[src/rtl/fsl_pkg.sv]
// Constants shared by the fan spin-up and drive step limiter.
// Assumes a 100 MHz system clock and a 32-bit classic Wishbone register bus.
package fsl_pkg;

	// Register word indices; the byte address is four times the index.
	localparam logic [5:0] IDX_SPIN_CFG = 6'h06;
	localparam logic [5:0] IDX_STEP = 6'h07;
	localparam logic [5:0] IDX_MIN_DRIVE = 6'h08;
	localparam logic [5:0] IDX_THRESH = 6'h09;
	localparam logic [5:0] IDX_STATUS = 6'h14;
	localparam logic [5:0] IDX_MASK = 6'h15;
	localparam logic [5:0] IDX_DRIVE = 6'h16;
	localparam int ADR_IDX_LSB = 2;
	localparam int ADR_IDX_MSB = 7;

	// Reset values.
	localparam logic [7:0] RST_SPIN_CFG = 8'h19;
	localparam logic [7:0] RST_STEP = 8'h10;
	localparam logic [7:0] RST_MIN_DRIVE = 8'h66;
	localparam logic [7:0] RST_THRESH = 8'hF5;

	// Spin-up configuration fields.
	localparam int SKIP_KICK_BIT = 5;
	localparam int SPIN_DRIVE_LEVEL_MSB = 4;
	localparam int SPIN_DRIVE_LEVEL_LSB = 2;
	localparam int SPIN_TIME_MSB = 1;
	localparam int SPIN_TIME_LSB = 0;

	// Status and mask bits.
	localparam int STAT_W = 2;
	localparam int STAT_SPIN_FAIL = 0;
	localparam int STAT_STALL = 1;

	// Shortest spin time and its cycle count at the system clock rate.
	localparam int SPIN_BASE_US = 250000;
	localparam int CLK_PERIOD_NS = 10;
	localparam int SPIN_BASE_CYCLES = SPIN_BASE_US / CLK_PERIOD_NS * 1000;

	// Spin level in percent: base plus step per code, over full scale.
	localparam logic [6:0] PCT_BASE = 7'h1E;
	localparam logic [6:0] PCT_STEP = 7'h05;
	localparam logic [16:0] PCT_FULL = 17'h00064;

	// Duty values and tach byte positions.
	localparam logic [9:0] FULL_10 = 10'h3FF;
	localparam logic [9:0] FULL_8 = 10'h0FF;
	localparam logic [9:0] DRIVE_OFF = 10'h000;
	localparam logic [7:0] TARGET_OFF = 8'hFF;
	localparam logic [1:0] BASE_8BIT = 2'h0;
	localparam int TACH_HI_MSB = 12;
	localparam int TACH_HI_LSB = 5;

	typedef enum logic [1:0] {ST_OFF, ST_KICK, ST_SPIN, ST_RUN} fsl_state_e;

endpackage

[src/rtl/fsl_spin_step_limiter.sv]
// Fan spin-up sequencer, drive step limiter, minimum floor and stall detector.
// Assumes tach, target and PID request inputs are synchronous to i_ref_clk.
//
// Decided for this implementation: the Wishbone interface to the registers.
`timescale 1ns/1ps

// Summary of operation
// Spin level code 0..7 selects 30% to 65% drive in 5% steps.
// Spin time code 0..3 selects 250 ms, 500 ms, 1 s, 2 s.
// No valid tach before spin time ends raises an interrupt.
// With closed loop active, a failed spin-up restarts immediately.
// Derivative option 00 or 01 clips each update change to the step.
// Derivative option 10 or 11 applies no step limit.
// Base selection 1 to 3: step applies to 10-bit duty, 25% maximum.
// Base selection 0: 8-bit duty, step applies directly, 100% maximum.
// Closed loop never drives below minimum drive unless target is FFh; here the floor is applied only to run-state updates, not to the spin level.
// In closed loop, a stopped fan is always restarted.
// Software writes minimum drive before tach target; rewrites target after raising it.
// At spin-up end the tach reading is checked against the threshold.
// Tach reading above threshold is a stall; closed loop then spins up.
// Without closed loop, spin-up starts only when direct drive leaves 00h.
// Tach target above threshold is ignored; the present drive is held.
// Unless kick is skipped, drive 100% for a quarter of spin time.
// Target high byte FFh turns drive off; leaving FFh starts spin-up.
// Tach reading counts slow-clock periods per revolution; larger means slower.
// Spin-up failure sets a sticky status flag cleared by software.
module fsl_spin_step_limiter #(
	parameter int P_SPIN_BASE_CYCLES = fsl_pkg::SPIN_BASE_CYCLES
) (
	input wire logic i_ref_clk,
	input wire logic i_rst_n,
	input wire logic i_wb_cyc,
	input wire logic i_wb_stb,
	input wire logic i_wb_we,
	input wire logic [7:0] i_wb_adr,
	input wire logic [3:0] i_wb_sel,
	input wire logic [31:0] i_wb_dat,
	output logic [31:0] o_wb_dat,
	output logic o_wb_ack,
	input wire logic i_closed_loop_speed_control,
	input wire logic [1:0] i_derivative_option,
	input wire logic [1:0] i_pwm_base,
	input wire logic i_update_tick,
	input wire logic [9:0] i_drive_request,
	input wire logic [7:0] i_direct_drive,
	input wire logic [12:0] i_tach_reading,
	input wire logic i_tach_valid,
	input wire logic [12:0] i_tach_target,
	output logic [9:0] o_drive,
	output logic o_spin_active,
	output logic o_irq
);

	fsl_pkg::fsl_state_e state;
	fsl_pkg::fsl_state_e next_state;
	logic [7:0] spin_up_config;
	logic [7:0] drive_step_limit;
	logic [7:0] minimum_drive;
	logic [7:0] stall_count_threshold;
	logic [fsl_pkg::STAT_W-1:0] status;
	logic [fsl_pkg::STAT_W-1:0] mask;
	logic [fsl_pkg::STAT_W-1:0] stat_set;
	logic [fsl_pkg::STAT_W-1:0] stat_clr;
	logic [31:0] elapsed;
	logic tach_seen;
	logic [9:0] next_drive;

	logic bus_req;
	logic bus_wr;
	logic [5:0] bus_idx;
	logic closed_loop_speed_control;
	logic eight_bit;
	logic [9:0] full;
	logic [9:0] min_ext;
	logic [9:0] direct_ext;
	logic [2:0] spin_drive_level;
	logic [1:0] spin_duration_select;
	logic skip_full_kick;
	logic [6:0] spin_pct;
	logic [16:0] lvl_prod;
	logic [9:0] spin_level;
	logic [31:0] spin_total;
	logic [31:0] kick_len;
	logic [7:0] tach_hi;
	logic [7:0] target_hi;
	logic stall;
	logic target_ff;
	logic target_bad;
	logic spinning;
	logic spin_end;
	logic spin_ok;
	logic retry;
	logic stall_restart;
	logic start_auto;
	logic start_manual;
	logic start_spin;
	logic signed [11:0] diff;
	logic signed [11:0] step_s;
	logic [10:0] cand;
	logic [9:0] run_drive;

	assign bus_req = i_wb_cyc && i_wb_stb && !o_wb_ack;
	assign bus_wr = bus_req && i_wb_we && i_wb_sel[0];
	assign bus_idx = i_wb_adr[fsl_pkg::ADR_IDX_MSB:fsl_pkg::ADR_IDX_LSB];

	// In 8-bit mode the duty sits in the low byte; 10-bit mode scales bytes up.
	assign closed_loop_speed_control = i_closed_loop_speed_control;
	assign eight_bit = (i_pwm_base == fsl_pkg::BASE_8BIT);
	assign full = eight_bit ? fsl_pkg::FULL_8 : fsl_pkg::FULL_10;
	assign min_ext = eight_bit ? {2'h0, minimum_drive} : {minimum_drive, 2'h0};
	assign direct_ext = eight_bit ? {2'h0, i_direct_drive} : {i_direct_drive, 2'h0};

	assign spin_drive_level = spin_up_config[fsl_pkg::SPIN_DRIVE_LEVEL_MSB:fsl_pkg::SPIN_DRIVE_LEVEL_LSB];
	assign spin_duration_select =
		spin_up_config[fsl_pkg::SPIN_TIME_MSB:fsl_pkg::SPIN_TIME_LSB];
	assign skip_full_kick = spin_up_config[fsl_pkg::SKIP_KICK_BIT];

	assign spin_pct = 7'(fsl_pkg::PCT_BASE + fsl_pkg::PCT_STEP * {4'h0, spin_drive_level});
	assign lvl_prod = {10'h000, spin_pct} * {7'h00, full};
	assign spin_level = 10'(lvl_prod / fsl_pkg::PCT_FULL);

	assign spin_total = 32'(P_SPIN_BASE_CYCLES) << spin_duration_select;
	assign kick_len = spin_total >> 2;

	// The comparisons use the reading's high byte, as the threshold is one byte.
	assign tach_hi = i_tach_reading[fsl_pkg::TACH_HI_MSB:fsl_pkg::TACH_HI_LSB];
	assign target_hi = i_tach_target[fsl_pkg::TACH_HI_MSB:fsl_pkg::TACH_HI_LSB];
	assign stall = tach_hi > stall_count_threshold;
	assign target_ff = target_hi == fsl_pkg::TARGET_OFF;
	assign target_bad = target_hi > stall_count_threshold;

	assign spinning = (state == fsl_pkg::ST_KICK) || (state == fsl_pkg::ST_SPIN);
	assign spin_end = spinning && (elapsed == spin_total - 32'h00000001);
	assign spin_ok = (tach_seen || i_tach_valid) && !stall;
	assign retry = spin_end && !spin_ok && closed_loop_speed_control;
	assign stall_restart = state == fsl_pkg::ST_RUN && i_tach_valid && stall;
	assign start_auto = closed_loop_speed_control && !target_ff && (state == fsl_pkg::ST_OFF || stall_restart);
	assign start_manual = !closed_loop_speed_control && state == fsl_pkg::ST_OFF && i_direct_drive != 8'h00;
	assign start_spin = start_auto || start_manual || retry;

	always_comb
	begin
		next_state = state;
		if (closed_loop_speed_control && target_ff)
			next_state = fsl_pkg::ST_OFF;
		else if (start_spin)
			next_state = skip_full_kick ? fsl_pkg::ST_SPIN : fsl_pkg::ST_KICK;
		else
		begin
			case (state)
				fsl_pkg::ST_KICK:
					if (elapsed == kick_len - 32'h00000001)
						next_state = fsl_pkg::ST_SPIN;
				fsl_pkg::ST_SPIN:
					if (spin_end)
						next_state = fsl_pkg::ST_RUN;
				fsl_pkg::ST_RUN:
					if (!closed_loop_speed_control && i_direct_drive == 8'h00)
						next_state = fsl_pkg::ST_OFF;
				default:
					next_state = state;
			endcase
		end
	end

	always_ff @(posedge i_ref_clk)
	begin
		if (!i_rst_n)
			state <= fsl_pkg::ST_OFF;
		else
			state <= next_state;
	end

	always_ff @(posedge i_ref_clk)
	begin
		if (!i_rst_n || start_spin || !spinning)
			elapsed <= 32'h00000000;
		else
			elapsed <= elapsed + 32'h00000001;
	end

	// A good measurement anywhere in the attempt counts, not only the last.
	always_ff @(posedge i_ref_clk)
	begin
		if (!i_rst_n || start_spin || !spinning)
			tach_seen <= 1'b0;
		else if (i_tach_valid && !stall)
			tach_seen <= 1'b1;
	end

	// Step limiting works in a signed 12-bit domain so neither direction wraps.
	always_comb
	begin
		diff = $signed({2'h0, i_drive_request}) - $signed({2'h0, o_drive});
		step_s = $signed({4'h0, drive_step_limit});
		if (!i_derivative_option[1] && diff > step_s)
			cand = {1'b0, o_drive} + {3'h0, drive_step_limit};
		else if (!i_derivative_option[1] && diff < -step_s)
			cand = {1'b0, o_drive} - {3'h0, drive_step_limit};
		else
			cand = {1'b0, i_drive_request};
		if (cand > {1'b0, full})
			cand = {1'b0, full};
		if (cand < {1'b0, min_ext})
			cand = {1'b0, min_ext};
		run_drive = cand[9:0];
	end

	always_comb
	begin
		next_drive = o_drive;
		case (next_state)
			fsl_pkg::ST_KICK:
				next_drive = full;
			fsl_pkg::ST_SPIN:
				next_drive = spin_level;
			fsl_pkg::ST_RUN:
				if (!closed_loop_speed_control)
					next_drive = direct_ext;
				else if (i_update_tick && !target_bad)
					next_drive = run_drive;
			fsl_pkg::ST_OFF:
				next_drive = fsl_pkg::DRIVE_OFF;
			default:
				next_drive = fsl_pkg::DRIVE_OFF;
		endcase
	end

	always_ff @(posedge i_ref_clk)
	begin
		if (!i_rst_n)
		begin
			o_drive <= fsl_pkg::DRIVE_OFF;
			o_spin_active <= 1'b0;
		end
		else
		begin
			o_drive <= next_drive;
			o_spin_active <= next_state == fsl_pkg::ST_KICK || next_state == fsl_pkg::ST_SPIN;
		end
	end

	always_ff @(posedge i_ref_clk)
	begin
		if (!i_rst_n)
		begin
			spin_up_config <= fsl_pkg::RST_SPIN_CFG;
			drive_step_limit <= fsl_pkg::RST_STEP;
			minimum_drive <= fsl_pkg::RST_MIN_DRIVE;
			stall_count_threshold <= fsl_pkg::RST_THRESH;
			mask <= '0;
		end
		else if (bus_wr)
		begin
			case (bus_idx)
				fsl_pkg::IDX_SPIN_CFG:
					spin_up_config <= i_wb_dat[7:0];
				fsl_pkg::IDX_STEP:
					drive_step_limit <= i_wb_dat[7:0];
				fsl_pkg::IDX_MIN_DRIVE:
					minimum_drive <= i_wb_dat[7:0];
				fsl_pkg::IDX_THRESH:
					stall_count_threshold <= i_wb_dat[7:0];
				fsl_pkg::IDX_MASK:
					mask <= i_wb_dat[fsl_pkg::STAT_W-1:0];
				default:
					mask <= mask;
			endcase
		end
	end

	// A new event in the clearing cycle survives, so no failure is lost.
	always_comb
	begin
		stat_set = '0;
		stat_set[fsl_pkg::STAT_SPIN_FAIL] = spin_end && !spin_ok;
		stat_set[fsl_pkg::STAT_STALL] = closed_loop_speed_control && stall_restart;
		stat_clr = '0;
		if (bus_wr && bus_idx == fsl_pkg::IDX_STATUS)
			stat_clr = i_wb_dat[fsl_pkg::STAT_W-1:0];
	end

	always_ff @(posedge i_ref_clk)
	begin
		if (!i_rst_n)
			status <= '0;
		else
			status <= (status & ~stat_clr) | stat_set;
	end

	always_ff @(posedge i_ref_clk)
	begin
		if (!i_rst_n)
			o_irq <= 1'b0;
		else
			o_irq <= |(status & mask);
	end

	// Single-wait-state slave: every access, mapped or not, is acknowledged.
	always_ff @(posedge i_ref_clk)
	begin
		if (!i_rst_n)
		begin
			o_wb_ack <= 1'b0;
			o_wb_dat <= 32'h00000000;
		end
		else
		begin
			o_wb_ack <= bus_req;
			o_wb_dat <= 32'h00000000;
			if (bus_req && !i_wb_we)
			begin
				case (bus_idx)
					fsl_pkg::IDX_SPIN_CFG:
						o_wb_dat <= {24'h000000, spin_up_config};
					fsl_pkg::IDX_STEP:
						o_wb_dat <= {24'h000000, drive_step_limit};
					fsl_pkg::IDX_MIN_DRIVE:
						o_wb_dat <= {24'h000000, minimum_drive};
					fsl_pkg::IDX_THRESH:
						o_wb_dat <= {24'h000000, stall_count_threshold};
					fsl_pkg::IDX_STATUS:
						o_wb_dat <= {30'h00000000, status};
					fsl_pkg::IDX_MASK:
						o_wb_dat <= {30'h00000000, mask};
					fsl_pkg::IDX_DRIVE:
						o_wb_dat <= {20'h00000, state, o_drive};
					default:
						o_wb_dat <= 32'h00000000;
				endcase
			end
		end
	end

	a_kick_full: assert property (@(posedge i_ref_clk) disable iff (!i_rst_n)
		state == fsl_pkg::ST_KICK && $past(state) == fsl_pkg::ST_KICK |-> o_drive == full)
		else $error("kick phase drive is not full scale");

	a_spin_level: assert property (@(posedge i_ref_clk) disable iff (!i_rst_n)
		state == fsl_pkg::ST_SPIN && $stable(spin_up_config) && $stable(i_pwm_base)
		|-> o_drive == spin_level)
		else $error("spin phase drive differs from spin level");

	a_step_clip: assert property (@(posedge i_ref_clk) disable iff (!i_rst_n)
		state == fsl_pkg::ST_RUN && closed_loop_speed_control && i_update_tick && !i_derivative_option[1]
		&& !target_bad && !target_ff && !i_tach_valid && o_drive >= min_ext
		&& o_drive <= full
		|=> (o_drive >= $past(o_drive) ? o_drive - $past(o_drive)
		: $past(o_drive) - o_drive) <= {2'h0, $past(drive_step_limit)})
		else $error("drive change exceeds step limit");

	a_min_floor: assert property (@(posedge i_ref_clk) disable iff (!i_rst_n)
		state == fsl_pkg::ST_RUN && closed_loop_speed_control && i_update_tick && !target_bad && !target_ff
		&& !i_tach_valid |=> o_drive >= $past(min_ext))
		else $error("closed loop drive below minimum");

	a_target_off: assert property (@(posedge i_ref_clk) disable iff (!i_rst_n)
		closed_loop_speed_control && target_ff |=> o_drive == fsl_pkg::DRIVE_OFF && !o_spin_active)
		else $error("drive not off for target FFh");

	a_retry_now: assert property (@(posedge i_ref_clk) disable iff (!i_rst_n)
		retry && !target_ff |=> o_spin_active && elapsed == 32'h00000000)
		else $error("failed spin-up not retried at once");

	a_stall_restart: assert property (@(posedge i_ref_clk) disable iff (!i_rst_n)
		closed_loop_speed_control && !target_ff && stall_restart |=> o_spin_active && status[fsl_pkg::STAT_STALL])
		else $error("stall did not start spin-up");

	a_hold_target: assert property (@(posedge i_ref_clk) disable iff (!i_rst_n)
		state == fsl_pkg::ST_RUN && closed_loop_speed_control && target_bad && !target_ff && !i_tach_valid
		|=> $stable(o_drive))
		else $error("drive moved for an ignored target");

	a_manual_start: assert property (@(posedge i_ref_clk) disable iff (!i_rst_n)
		!closed_loop_speed_control && state == fsl_pkg::ST_OFF |=> o_spin_active == ($past(i_direct_drive) != 8'h00))
		else $error("manual spin-up start mismatch");

	a_fail_sticky: assert property (@(posedge i_ref_clk) disable iff (!i_rst_n)
		status[fsl_pkg::STAT_SPIN_FAIL] && !stat_clr[fsl_pkg::STAT_SPIN_FAIL]
		|=> status[fsl_pkg::STAT_SPIN_FAIL])
		else $error("spin failure flag lost without a clear");

	a_end_check: assert property (@(posedge i_ref_clk) disable iff (!i_rst_n)
		spin_end && !spin_ok |=> status[fsl_pkg::STAT_SPIN_FAIL] ##1
		(o_irq || !$past(mask[fsl_pkg::STAT_SPIN_FAIL])))
		else $error("failed spin-up not flagged");

endmodule

[config.mk]
export PLATFORM = sky130hd
export DESIGN_NAME = fsl_spin_step_limiter
export DESIGN_NICKNAME = d
export VERILOG_FILES = /design/src/rtl/fsl_pkg.sv /design/src/rtl/fsl_spin_step_limiter.sv
export SDC_FILE = /design/constraint.sdc
export NUM_CORES = 1
export LEC_CHECK = 0
export ABC_AREA = 1
export BUFFER_PORTS_ARGS = -buffer_cell sky130_fd_sc_hd__clkbuf_2
export CORE_MARGIN = 3
export CORE_UTILIZATION = 65
export DETAILED_ROUTE_END_ITERATION = 6
export PLACE_DENSITY = 0.88
export SKIP_LAST_GASP = 1
export SYNTH_ARGS = -nofsm -noshare
export SYNTH_HDL_FRONTEND = slang
export SYNTH_SLANG_ARGS = --single-unit
export TNS_END_PERCENT = 100
[constraint.sdc]
create_clock -name i_ref_clk -period 19.3 [get_ports i_ref_clk]
set_input_delay 0 -clock i_ref_clk [delete_from_list [all_inputs] [get_ports i_ref_clk]]
set_output_delay 0 -clock i_ref_clk [all_outputs]
set_load 0.02 [all_outputs]
==> results.toml, run 1 <==
[min_path]
worstHoldStart = "i_wb_we"
hold_depth = 4
min_to = "o_wb_dat[10]$_SDFF_PN0_"
hold_path.class = "input port to flop"

[yosys]
ys_async_sr_fraction = 0
yosys_register_bits = 96
synth.distinct_cells = 59
share_of_synthesized_area_occupied_by_flip_flops_and_latches = 0.169
synthesis.area_per_instance_sq_um = 6.63
synthFlopType = "sky130_fd_sc_hd__dfxtp_1"
synth_enable_flop_cells = 0
synthesis.instances = 1717
synth.cell_area_sq_mm = 0.0114
yosys_warnings = 0

[global_route]
grt_start_max_net_pins = 34
grt_pass1_wl_um = 50800
overflow = 0
first_global_vias = 10800
antenna_found_initial = 0
globalRouteTotalUtil = 0.311

[clock_network]
ctsRootBufferMaster = "sky130_fd_sc_hd__clkbuf_16"
tritoncts_clock_tree = "built"
cts_buffers = 9
ctsHtreeMaxLevel = 3
clk-insertion-delay-late_ns = 0.35
cts-resized-gates = 0
cts_buffer_depth = 2
clkSinkCount = 96
cts.clk_slew.worst_paths_ns = 0.07

[die]
die_area_sq_mm = 0.0192
core-area_sq_mm = 0.0169
rows = 47
dieWidth_um = 138
effective_utilization_at_floorplan = 0.675
die_h_um = 138
floorplan.io_pins = 145

[detailed_routing]
met2_wirelength_um = 14200
routed.top_layer = "met4"
route.detailed.drc = 1
detailroute.wirelength.met3_um = 2700
drt_first_iter_violations = 1083
detail_route.vias_per_cell = 5.79
detail_route.wl_per_cell_um = 15.3
m1WireLength_um = 12800
ant_nets = 0
drt_pass1_iterations = 7
route.final.wire_length_um = 31000
vias = 11700

[finish]
drive_above_1_share = 0.114
layout.cell_area.non_filler_sq_mm = 0.0123
design.final.nets = 2058
num_antenna_cells = 0
fill_cells = 1401
area.growth.synth_to_final_pct = 8.25

[critical_path]
crit_path_max_fanout = 9
worst_ep_required_time_ns = 19.59
cp_common_cell = "sky130_fd_sc_hd__nand2_1"
r2r_slack_ns = 8.76
cp-start-kind = "flop"
critical_path.max_stage_delay_ns = 0.54
worst_setup_path_end_kind = "flop"
reg2reg_depth = 70
cell_at_the_slowest_stage_of_the_critical_path = "sky130_fd_sc_hd__dfxtp_1"
type_of_the_worst_setup_path = "flop to flop"
r2r_start = "spin_up_config[3]$_SDFFE_PN1P_"
crit_arrival_ns = 10.82
r2r_end = "o_drive[0]$_SDFFE_PN0P_"

[sta]
slew_viol_final = 0
worstMarginPinSlew_ns = 0.804
slew_headroom = 0.461
finalHoldViolCount = 0
final.period_utilization = 0.546
timing.final.setup_violations = 0
timing.clock.skew_ns = 0.00960
period_needed_ns = 10.54
setup_tns_ns = 0
max_freq_mhz = 94.9
rsz0062_at_grt = "false"

[placed_design]
half_perimeter_wire_length_after_placement_um = 24400
place.port_buffers = 84
dpl-instance-area_sq_mm = 0.0119
finalWeightedCongestion = 1.02

[status]
run_status = "finished, violations left"
failing_checks = "DRC"

[flow_run]
max_cap_violations = 0
## critical path: cells and delay by family (launching register included)
family / cells / cell delay (ns)
AO/OA/AOI/OAI: 6 / 0.93
flip-flops: 1 / 0.54
buffers and inverters: 6 / 0.78
adder cells (fa/ha/maj): 8 / 2.98
XOR/XNOR: 1 / 0.16
AND/OR/NAND/NOR: 49 / 5.01
## flip-flops by register name, indices dropped and copies added, names as in the netlist
name	count
drive_step_limit	8
elapsed	32
mask	2
minimum_drive	8
o_drive	10
o_irq	1
o_spin_active	1
o_wb_ack	1
o_wb_dat	12
spin_up_config	8
stall_count_threshold	8
state	2
status	2
tach_seen	1
## cell families (layout without fill, tap and decap cells)
| kind of cell | Yosys count | count (layout) | synth area share |
|---|---|---|---|
| XOR/XNOR | 48 | 48 | 0.0376 |
| buffers and inverters | 356 | 423 | 0.125 |
| adder cells (fa/ha/maj) | 160 | 160 | 0.195 |
| other | 1 | 20 | 0.000329 |
| AND/OR/NAND/NOR | 708 | 708 | 0.294 |
| AO/OA/AOI/OAI | 348 | 348 | 0.179 |
| flip-flops | 96 | 96 | 0.169 |
## cell type report
cell class | count | area [sq um] | share of cell area
well taps | 220 | 275 | 0.0223
flip-flops and latches | 96 | 1920 | 0.156
inverters | 309 | 1160 | 0.0941
clock buffers | 10 | 229 | 0.0186
multi-input cells | 1284 | 8120 | 0.658
repair buffers | 98 | 553 | 0.0448
clock inverters | 6 | 72.6 | 0.00588
## worst max-delay path by stage
stage	slack, ns	cells after the start	endpoint	start
after global routing	7.63	71	o_drive[0]$_SDFFE_PN0P_	spin_up_config[3]$_SDFFE_PN1P_
after floorplan	10.13	72	o_drive[0]$_SDFFE_PN0P_	spin_up_config[3]$_SDFFE_PN1P_
after CTS	8.84	70	o_drive[0]$_SDFFE_PN0P_	spin_up_config[3]$_SDFFE_PN1P_
final	8.76	70	o_drive[0]$_SDFFE_PN0P_	spin_up_config[3]$_SDFFE_PN1P_
after global placement	9.19	72	o_drive[0]$_SDFFE_PN0P_	spin_up_config[3]$_SDFFE_PN1P_
after detailed placement	8.88	70	o_drive[0]$_SDFFE_PN0P_	spin_up_config[3]$_SDFFE_PN1P_
## per-layer routing
| metal | GRT usage | up-vias |
|---|---|---|
| li1 | - | 5800 |
| met1 | 0.401 | 5292 |
| met2 | 0.517 | 517 |
| met3 | 0.0487 | 110 |
| met4 | 0.136 | 0 |
| met5 | 0 | - |
## cells in the mapped netlist (5+ instances only)
| cell type | count | area (sq um) |
|---|---|---|
| sky130_fd_sc_hd__nand3_2 | 10 | 100 |
| sky130_fd_sc_hd__nor4_1 | 7 | 43.8 |
| sky130_fd_sc_hd__nand4_1 | 27 | 169 |
| sky130_fd_sc_hd__inv_2 | 14 | 52.6 |
| sky130_fd_sc_hd__nand2_2 | 37 | 231 |
| sky130_fd_sc_hd__fa_1 | 30 | 601 |
| sky130_fd_sc_hd__nor3b_1 | 8 | 60.1 |
| sky130_fd_sc_hd__clkbuf_1 | 24 | 90.1 |
| sky130_fd_sc_hd__xnor2_1 | 9 | 78.8 |
| sky130_fd_sc_hd__nor3_1 | 26 | 130 |
| sky130_fd_sc_hd__nor2_1 | 115 | 432 |
| sky130_fd_sc_hd__dfxtp_1 | 96 | 1920 |
| sky130_fd_sc_hd__a221oi_1 | 12 | 105 |
| sky130_fd_sc_hd__buf_4 | 21 | 158 |
| sky130_fd_sc_hd__o21ai_1 | 15 | 75.1 |
| sky130_fd_sc_hd__o21ai_0 | 100 | 500 |
| sky130_fd_sc_hd__a31oi_1 | 15 | 93.8 |
| sky130_fd_sc_hd__o21bai_1 | 8 | 60.1 |
| sky130_fd_sc_hd__o211ai_1 | 24 | 180 |
| sky130_fd_sc_hd__or2_2 | 6 | 37.5 |
| sky130_fd_sc_hd__nand3_1 | 91 | 455 |
| sky130_fd_sc_hd__o22ai_1 | 11 | 68.8 |
| sky130_fd_sc_hd__a21oi_1 | 125 | 626 |
| sky130_fd_sc_hd__nand4_2 | 5 | 62.6 |
| sky130_fd_sc_hd__nor2_4 | 5 | 56.3 |
| sky130_fd_sc_hd__nand2_4 | 14 | 158 |
| sky130_fd_sc_hd__inv_1 | 291 | 1090 |
| sky130_fd_sc_hd__o2111ai_1 | 5 | 43.8 |
| sky130_fd_sc_hd__nand2_1 | 344 | 1290 |
| sky130_fd_sc_hd__xor2_1 | 38 | 333 |
| sky130_fd_sc_hd__ha_1 | 130 | 1630 |
## cells in the final DEF (no fill, tap or decap), types with 6 or more instances in the layout
master	n
sky130_fd_sc_hd__nand3_2	10
sky130_fd_sc_hd__nor3b_1	8
sky130_fd_sc_hd__nand2_2	37
sky130_fd_sc_hd__o211ai_1	24
sky130_fd_sc_hd__nand3_1	91
sky130_fd_sc_hd__dlygate4sd3_1	11
sky130_fd_sc_hd__dfxtp_1	96
sky130_fd_sc_hd__o22ai_1	11
sky130_fd_sc_hd__nor4_1	7
sky130_fd_sc_hd__nand4_1	27
sky130_fd_sc_hd__a31oi_1	15
sky130_fd_sc_hd__o21bai_1	8
sky130_fd_sc_hd__xor2_1	38
sky130_fd_sc_hd__ha_1	130
sky130_fd_sc_hd__inv_1	291
sky130_fd_sc_hd__nor3_1	26
sky130_fd_sc_hd__nand2_4	14
sky130_fd_sc_hd__nand2_1	344
sky130_fd_sc_hd__o21ai_0	100
sky130_fd_sc_hd__xnor2_1	9
sky130_fd_sc_hd__a221oi_1	12
sky130_fd_sc_hd__nor2_1	114
sky130_fd_sc_hd__or2_2	6
sky130_fd_sc_hd__o21ai_1	15
sky130_fd_sc_hd__a21oi_1	125
sky130_fd_sc_hd__fa_1	30
sky130_fd_sc_hd__inv_2	14
sky130_fd_sc_hd__clkbuf_16	9
sky130_fd_sc_hd__clkbuf_2	84
sky130_fd_sc_hd__conb_1	20
## stage by stage
step                      worst slack (ns)  hold WS (ns)   util  instances
after detailed placement              8.88         0.254  0.706       1996
after floorplan                      10.13         0.126      -       1736
after global placement                9.19         0.245  0.706       1996
final                                 8.76        0.0910  0.731       2023
after global routing                  7.63         0.124  0.731       2023
after CTS                             8.84        0.0629  0.731       2023
## timing repair
| item | CTS | global route |
|---|---|---|
| buffers inserted | 0 | 0 |
| hold buffers | 11 | 0 |
| endpoints found under the hold margin | 14 | 0 |
Power of run 1 is not shown: default switching activity piles up to over one toggle a cycle in this logic, so the estimate is an artifact.
==> run 2, diff against run 1 <==
ABC_AREA = 0   (was 1)
CORE_UTILIZATION = 55   (was 65)
PLACE_DENSITY = 0.79   (was 0.88)
clock period = 9.1 ns   (was 19.3 ns; I/O delays follow)
==> results.toml, run 2 <==
[placed_design]
dp_worst_setup_slack_ns = -1.33
finalWeightedCongestion = 0.941
half_perimeter_wire_length_after_placement_um = 28700
place.port_buffers = 84

[min_path]
hold_depth = 3
min_to = "minimum_drive[3]$_SDFFE_PN0P_"
worstHoldStart = "i_wb_dat[3]"
hold_path.class = "input port to flop"

[critical_path]
critical_path.max_stage_delay_ns = 0.55
r2r_slack_ns = -1.53
cp_common_cell = "sky130_fd_sc_hd__buf_4"
r2r_end = "o_drive[0]$_SDFFE_PN0P_"
cp-start-kind = "flop"
r2r_start = "spin_up_config[2]$_SDFFE_PN0P_"
worst_setup_path_end_kind = "flop"
type_of_the_worst_setup_path = "flop to flop"
worst_ep_required_time_ns = 9.39
reg2reg_depth = 51
crit_path_max_fanout = 5
cell_at_the_slowest_stage_of_the_critical_path = "sky130_fd_sc_hd__fa_1"
crit_arrival_ns = 10.92

[global_route]
overflow = 0
globalRouteTotalUtil = 0.315
grt_start_max_net_pins = 54
grt_pass1_wl_um = 63400
first_global_vias = 13000
antenna_found_initial = 4

[yosys]
synthesis.instances = 1600
yosys.area.top_type_share = 0.157
synthesis.area_per_instance_sq_um = 7.64
ys_async_sr_fraction = 0
synth_top_cells_by_area = "sky130_fd_sc_hd__dfxtp_1 16%, sky130_fd_sc_hd__ha_1 13%, sky130_fd_sc_hd__fa_1 4.9%"
yosys_warnings = 0
most_instantiated_library_cell_after_synthesis = "sky130_fd_sc_hd__inv_1"
netlist.top_cell.by_area = "sky130_fd_sc_hd__dfxtp_1"
yosys_register_bits = 96
synth_commonest_cells = "139 x sky130_fd_sc_hd__inv_1, 131 x sky130_fd_sc_hd__nor2_1, 130 x sky130_fd_sc_hd__ha_1"
synth.cell_area_sq_mm = 0.0122
synth.distinct_cells = 105
share_of_synthesized_area_occupied_by_flip_flops_and_latches = 0.157
synth_enable_flop_cells = 0
synthFlopType = "sky130_fd_sc_hd__dfxtp_1"

[detailed_routing]
route.final.wire_length_um = 41200
ant_nets = 0
drt_first_iter_violations = 1550
detail_route.vias_per_cell = 6.24
vias = 13700
detail_route.wl_per_cell_um = 18.7
route.detailed.drc = 1
drt_pass1_iterations = 7

[sta]
max_freq_mhz = 94.0
fin_worst_hold_slack_ns = 0.0240
slew_viol_final = 0
period_needed_ns = 10.63
finalHoldViolCount = 0
final.period_utilization = 1.17
timing.final.setup_violations = 4
slew_headroom = 0.307
setup_tns_ns = -4.08
timing.clock.skew_ns = 0.00982
worstMarginPinSlew_ns = 1.04
finalWorstSetupSlack_ns = -1.53
rsz0062_at_grt = "true"

[die]
effective_utilization_at_floorplan = 0.570
rows = 53
die_area_sq_mm = 0.0240
floorplan.io_pins = 145
dieWidth_um = 155
die_h_um = 155
core-area_sq_mm = 0.0214

[finish]
largest_registers = "elapsed x32, o_wb_dat x12, o_drive x10"
regMostFlops = "elapsed"
mostFrequentLayoutCells = "274 x sky130_fd_sc_hd__buf_4, 129 x sky130_fd_sc_hd__inv_1, 124 x sky130_fd_sc_hd__nor2_1"
area.growth.synth_to_final_pct = 31.5
design.final.nets = 2176
drive_above_1_share = 0.295
multi_input_area_sq_mm = 0.0103
largest_register_ff_count = 32
mostFrequentLayoutCell = "sky130_fd_sc_hd__buf_4"
sequential_cell_area_sq_mm = 0.00193
fill_cells = 1496

[clock_network]
ctsRootBufferMaster = "sky130_fd_sc_hd__clkbuf_16"
tritoncts_clock_tree = "built"
cts_buffers = 9
cts.clk_slew.worst_paths_ns = 0.07
ctsHtreeMaxLevel = 3
cts_buffer_depth = 2
clk-insertion-delay-late_ns = 0.35
clkSinkCount = 96

[status]
failing_checks = "DRC, setup timing"
run_status = "finished, violations left"

[flow_run]
max_cap_violations = 0
-- run 2: changes by cell type in the layout (fill, tap and decap cells not counted), moves of 18 or more --
cell | before | now
sky130_fd_sc_hd__nand2_2 | 37 | 6
sky130_fd_sc_hd__nand3_1 | 91 | 65
sky130_fd_sc_hd__nor2b_1 | 0 | 36
sky130_fd_sc_hd__and2_1 | 0 | 28
sky130_fd_sc_hd__a21o_1 | 4 | 29
sky130_fd_sc_hd__nand2_1 | 344 | 113
sky130_fd_sc_hd__inv_1 | 291 | 129
sky130_fd_sc_hd__o21ai_0 | 100 | 61
sky130_fd_sc_hd__a21oi_1 | 125 | 89
sky130_fd_sc_hd__nand2b_1 | 0 | 18
sky130_fd_sc_hd__xnor2_1 | 9 | 36
sky130_fd_sc_hd__mux2i_1 | 0 | 37
sky130_fd_sc_hd__buf_4 | 3 | 274
-- run 2: cell families after synthesis --
group / after synthesis / share of synthesized area
simple gates: 536 / 0.221
compound gates: 442 / 0.253
buf+inv: 232 / 0.0809
fa+ha+maj: 162 / 0.184
flops: 96 / 0.157
xor+xnor: 77 / 0.0569
mux: 54 / 0.0467
other cells: 1 / 0.000307
-- run 2: layer usage --
| layer | vias up | part of all wire | GRT usage |
|---|---|---|---|
| met5 | - | 0 | 0 |
| met1 | 6503 | 0.39 | 0.394 |
| met3 | 150 | 0.076 | 0.0492 |
| li1 | 6350 | - | - |
| met4 | 0 | 0.049 | 0.143 |
| met2 | 720 | 0.48 | 0.533 |
-- run 2: what timing repair did --
| item | 4_1_cts | 5_1_grt |
|---|---|---|
| buffers inserted | 39 | 18 |
| gates resized for setup | 82 | 60 |
| cloned | 2 | 0 |
| endpoints found under the hold margin | 17 | 0 |
| setup endpoints to repair | 4 | 9 |
| hold buffers | 8 | 0 |
| pin swaps | 60 | 45 |
-- run 2: worst max path at each step --
stage	startpoint	end	depth (start not counted)
after detailed placement	spin_up_config[2]$_SDFFE_PN0P_	o_drive[0]$_SDFFE_PN0P_	43
after CTS	spin_up_config[2]$_SDFFE_PN0P_	o_drive[0]$_SDFFE_PN0P_	46
final	spin_up_config[2]$_SDFFE_PN0P_	o_drive[0]$_SDFFE_PN0P_	51
after global routing	spin_up_config[2]$_SDFFE_PN0P_	o_drive[0]$_SDFFE_PN0P_	48
after floorplan	spin_up_config[2]$_SDFFE_PN0P_	o_drive[0]$_SDFFE_PN0P_	43
after global placement	spin_up_config[2]$_SDFFE_PN0P_	o_drive[0]$_SDFFE_PN0P_	45
-- run 2: through the flow --
stage	utilization	std cells	area [sq um]
4_1_cts	0.729	2178	15600
5_1_grt	0.750	2200	16100
3_5_place_dp	0.677	2113	14500
6_report	0.750	2200	16100
3_3_place_gp	0.677	2113	14500
2_1_floorplan	-	1619	12500
-- run 2: worst max-delay path: cells and delay by family (launching register included) --
kind	cells	cell delay [ns]
AOI/OAI and AO/OA	17	3.14
xor gates and xnor gates	2	0.37
adders and majority gates	8	2.85
buffers and inverters	13	1.52
DFF	1	0.37
muxes	2	0.45
and+or+nand+nor	9	1.86
-- run 2: layout make-up --
cell class	instances	share of cell area
Antenna cell	4	0.000623
Clock buffer	9	0.0140
Clock inverter	7	0.00374
Inverter	139	0.0331
Multi-Input combinational cell	1293	0.639
Sequential cell	96	0.120
Tap cell	275	0.0214
Timing Repair Buffer	377	0.167
Power of run 2 is left out for the same reason.
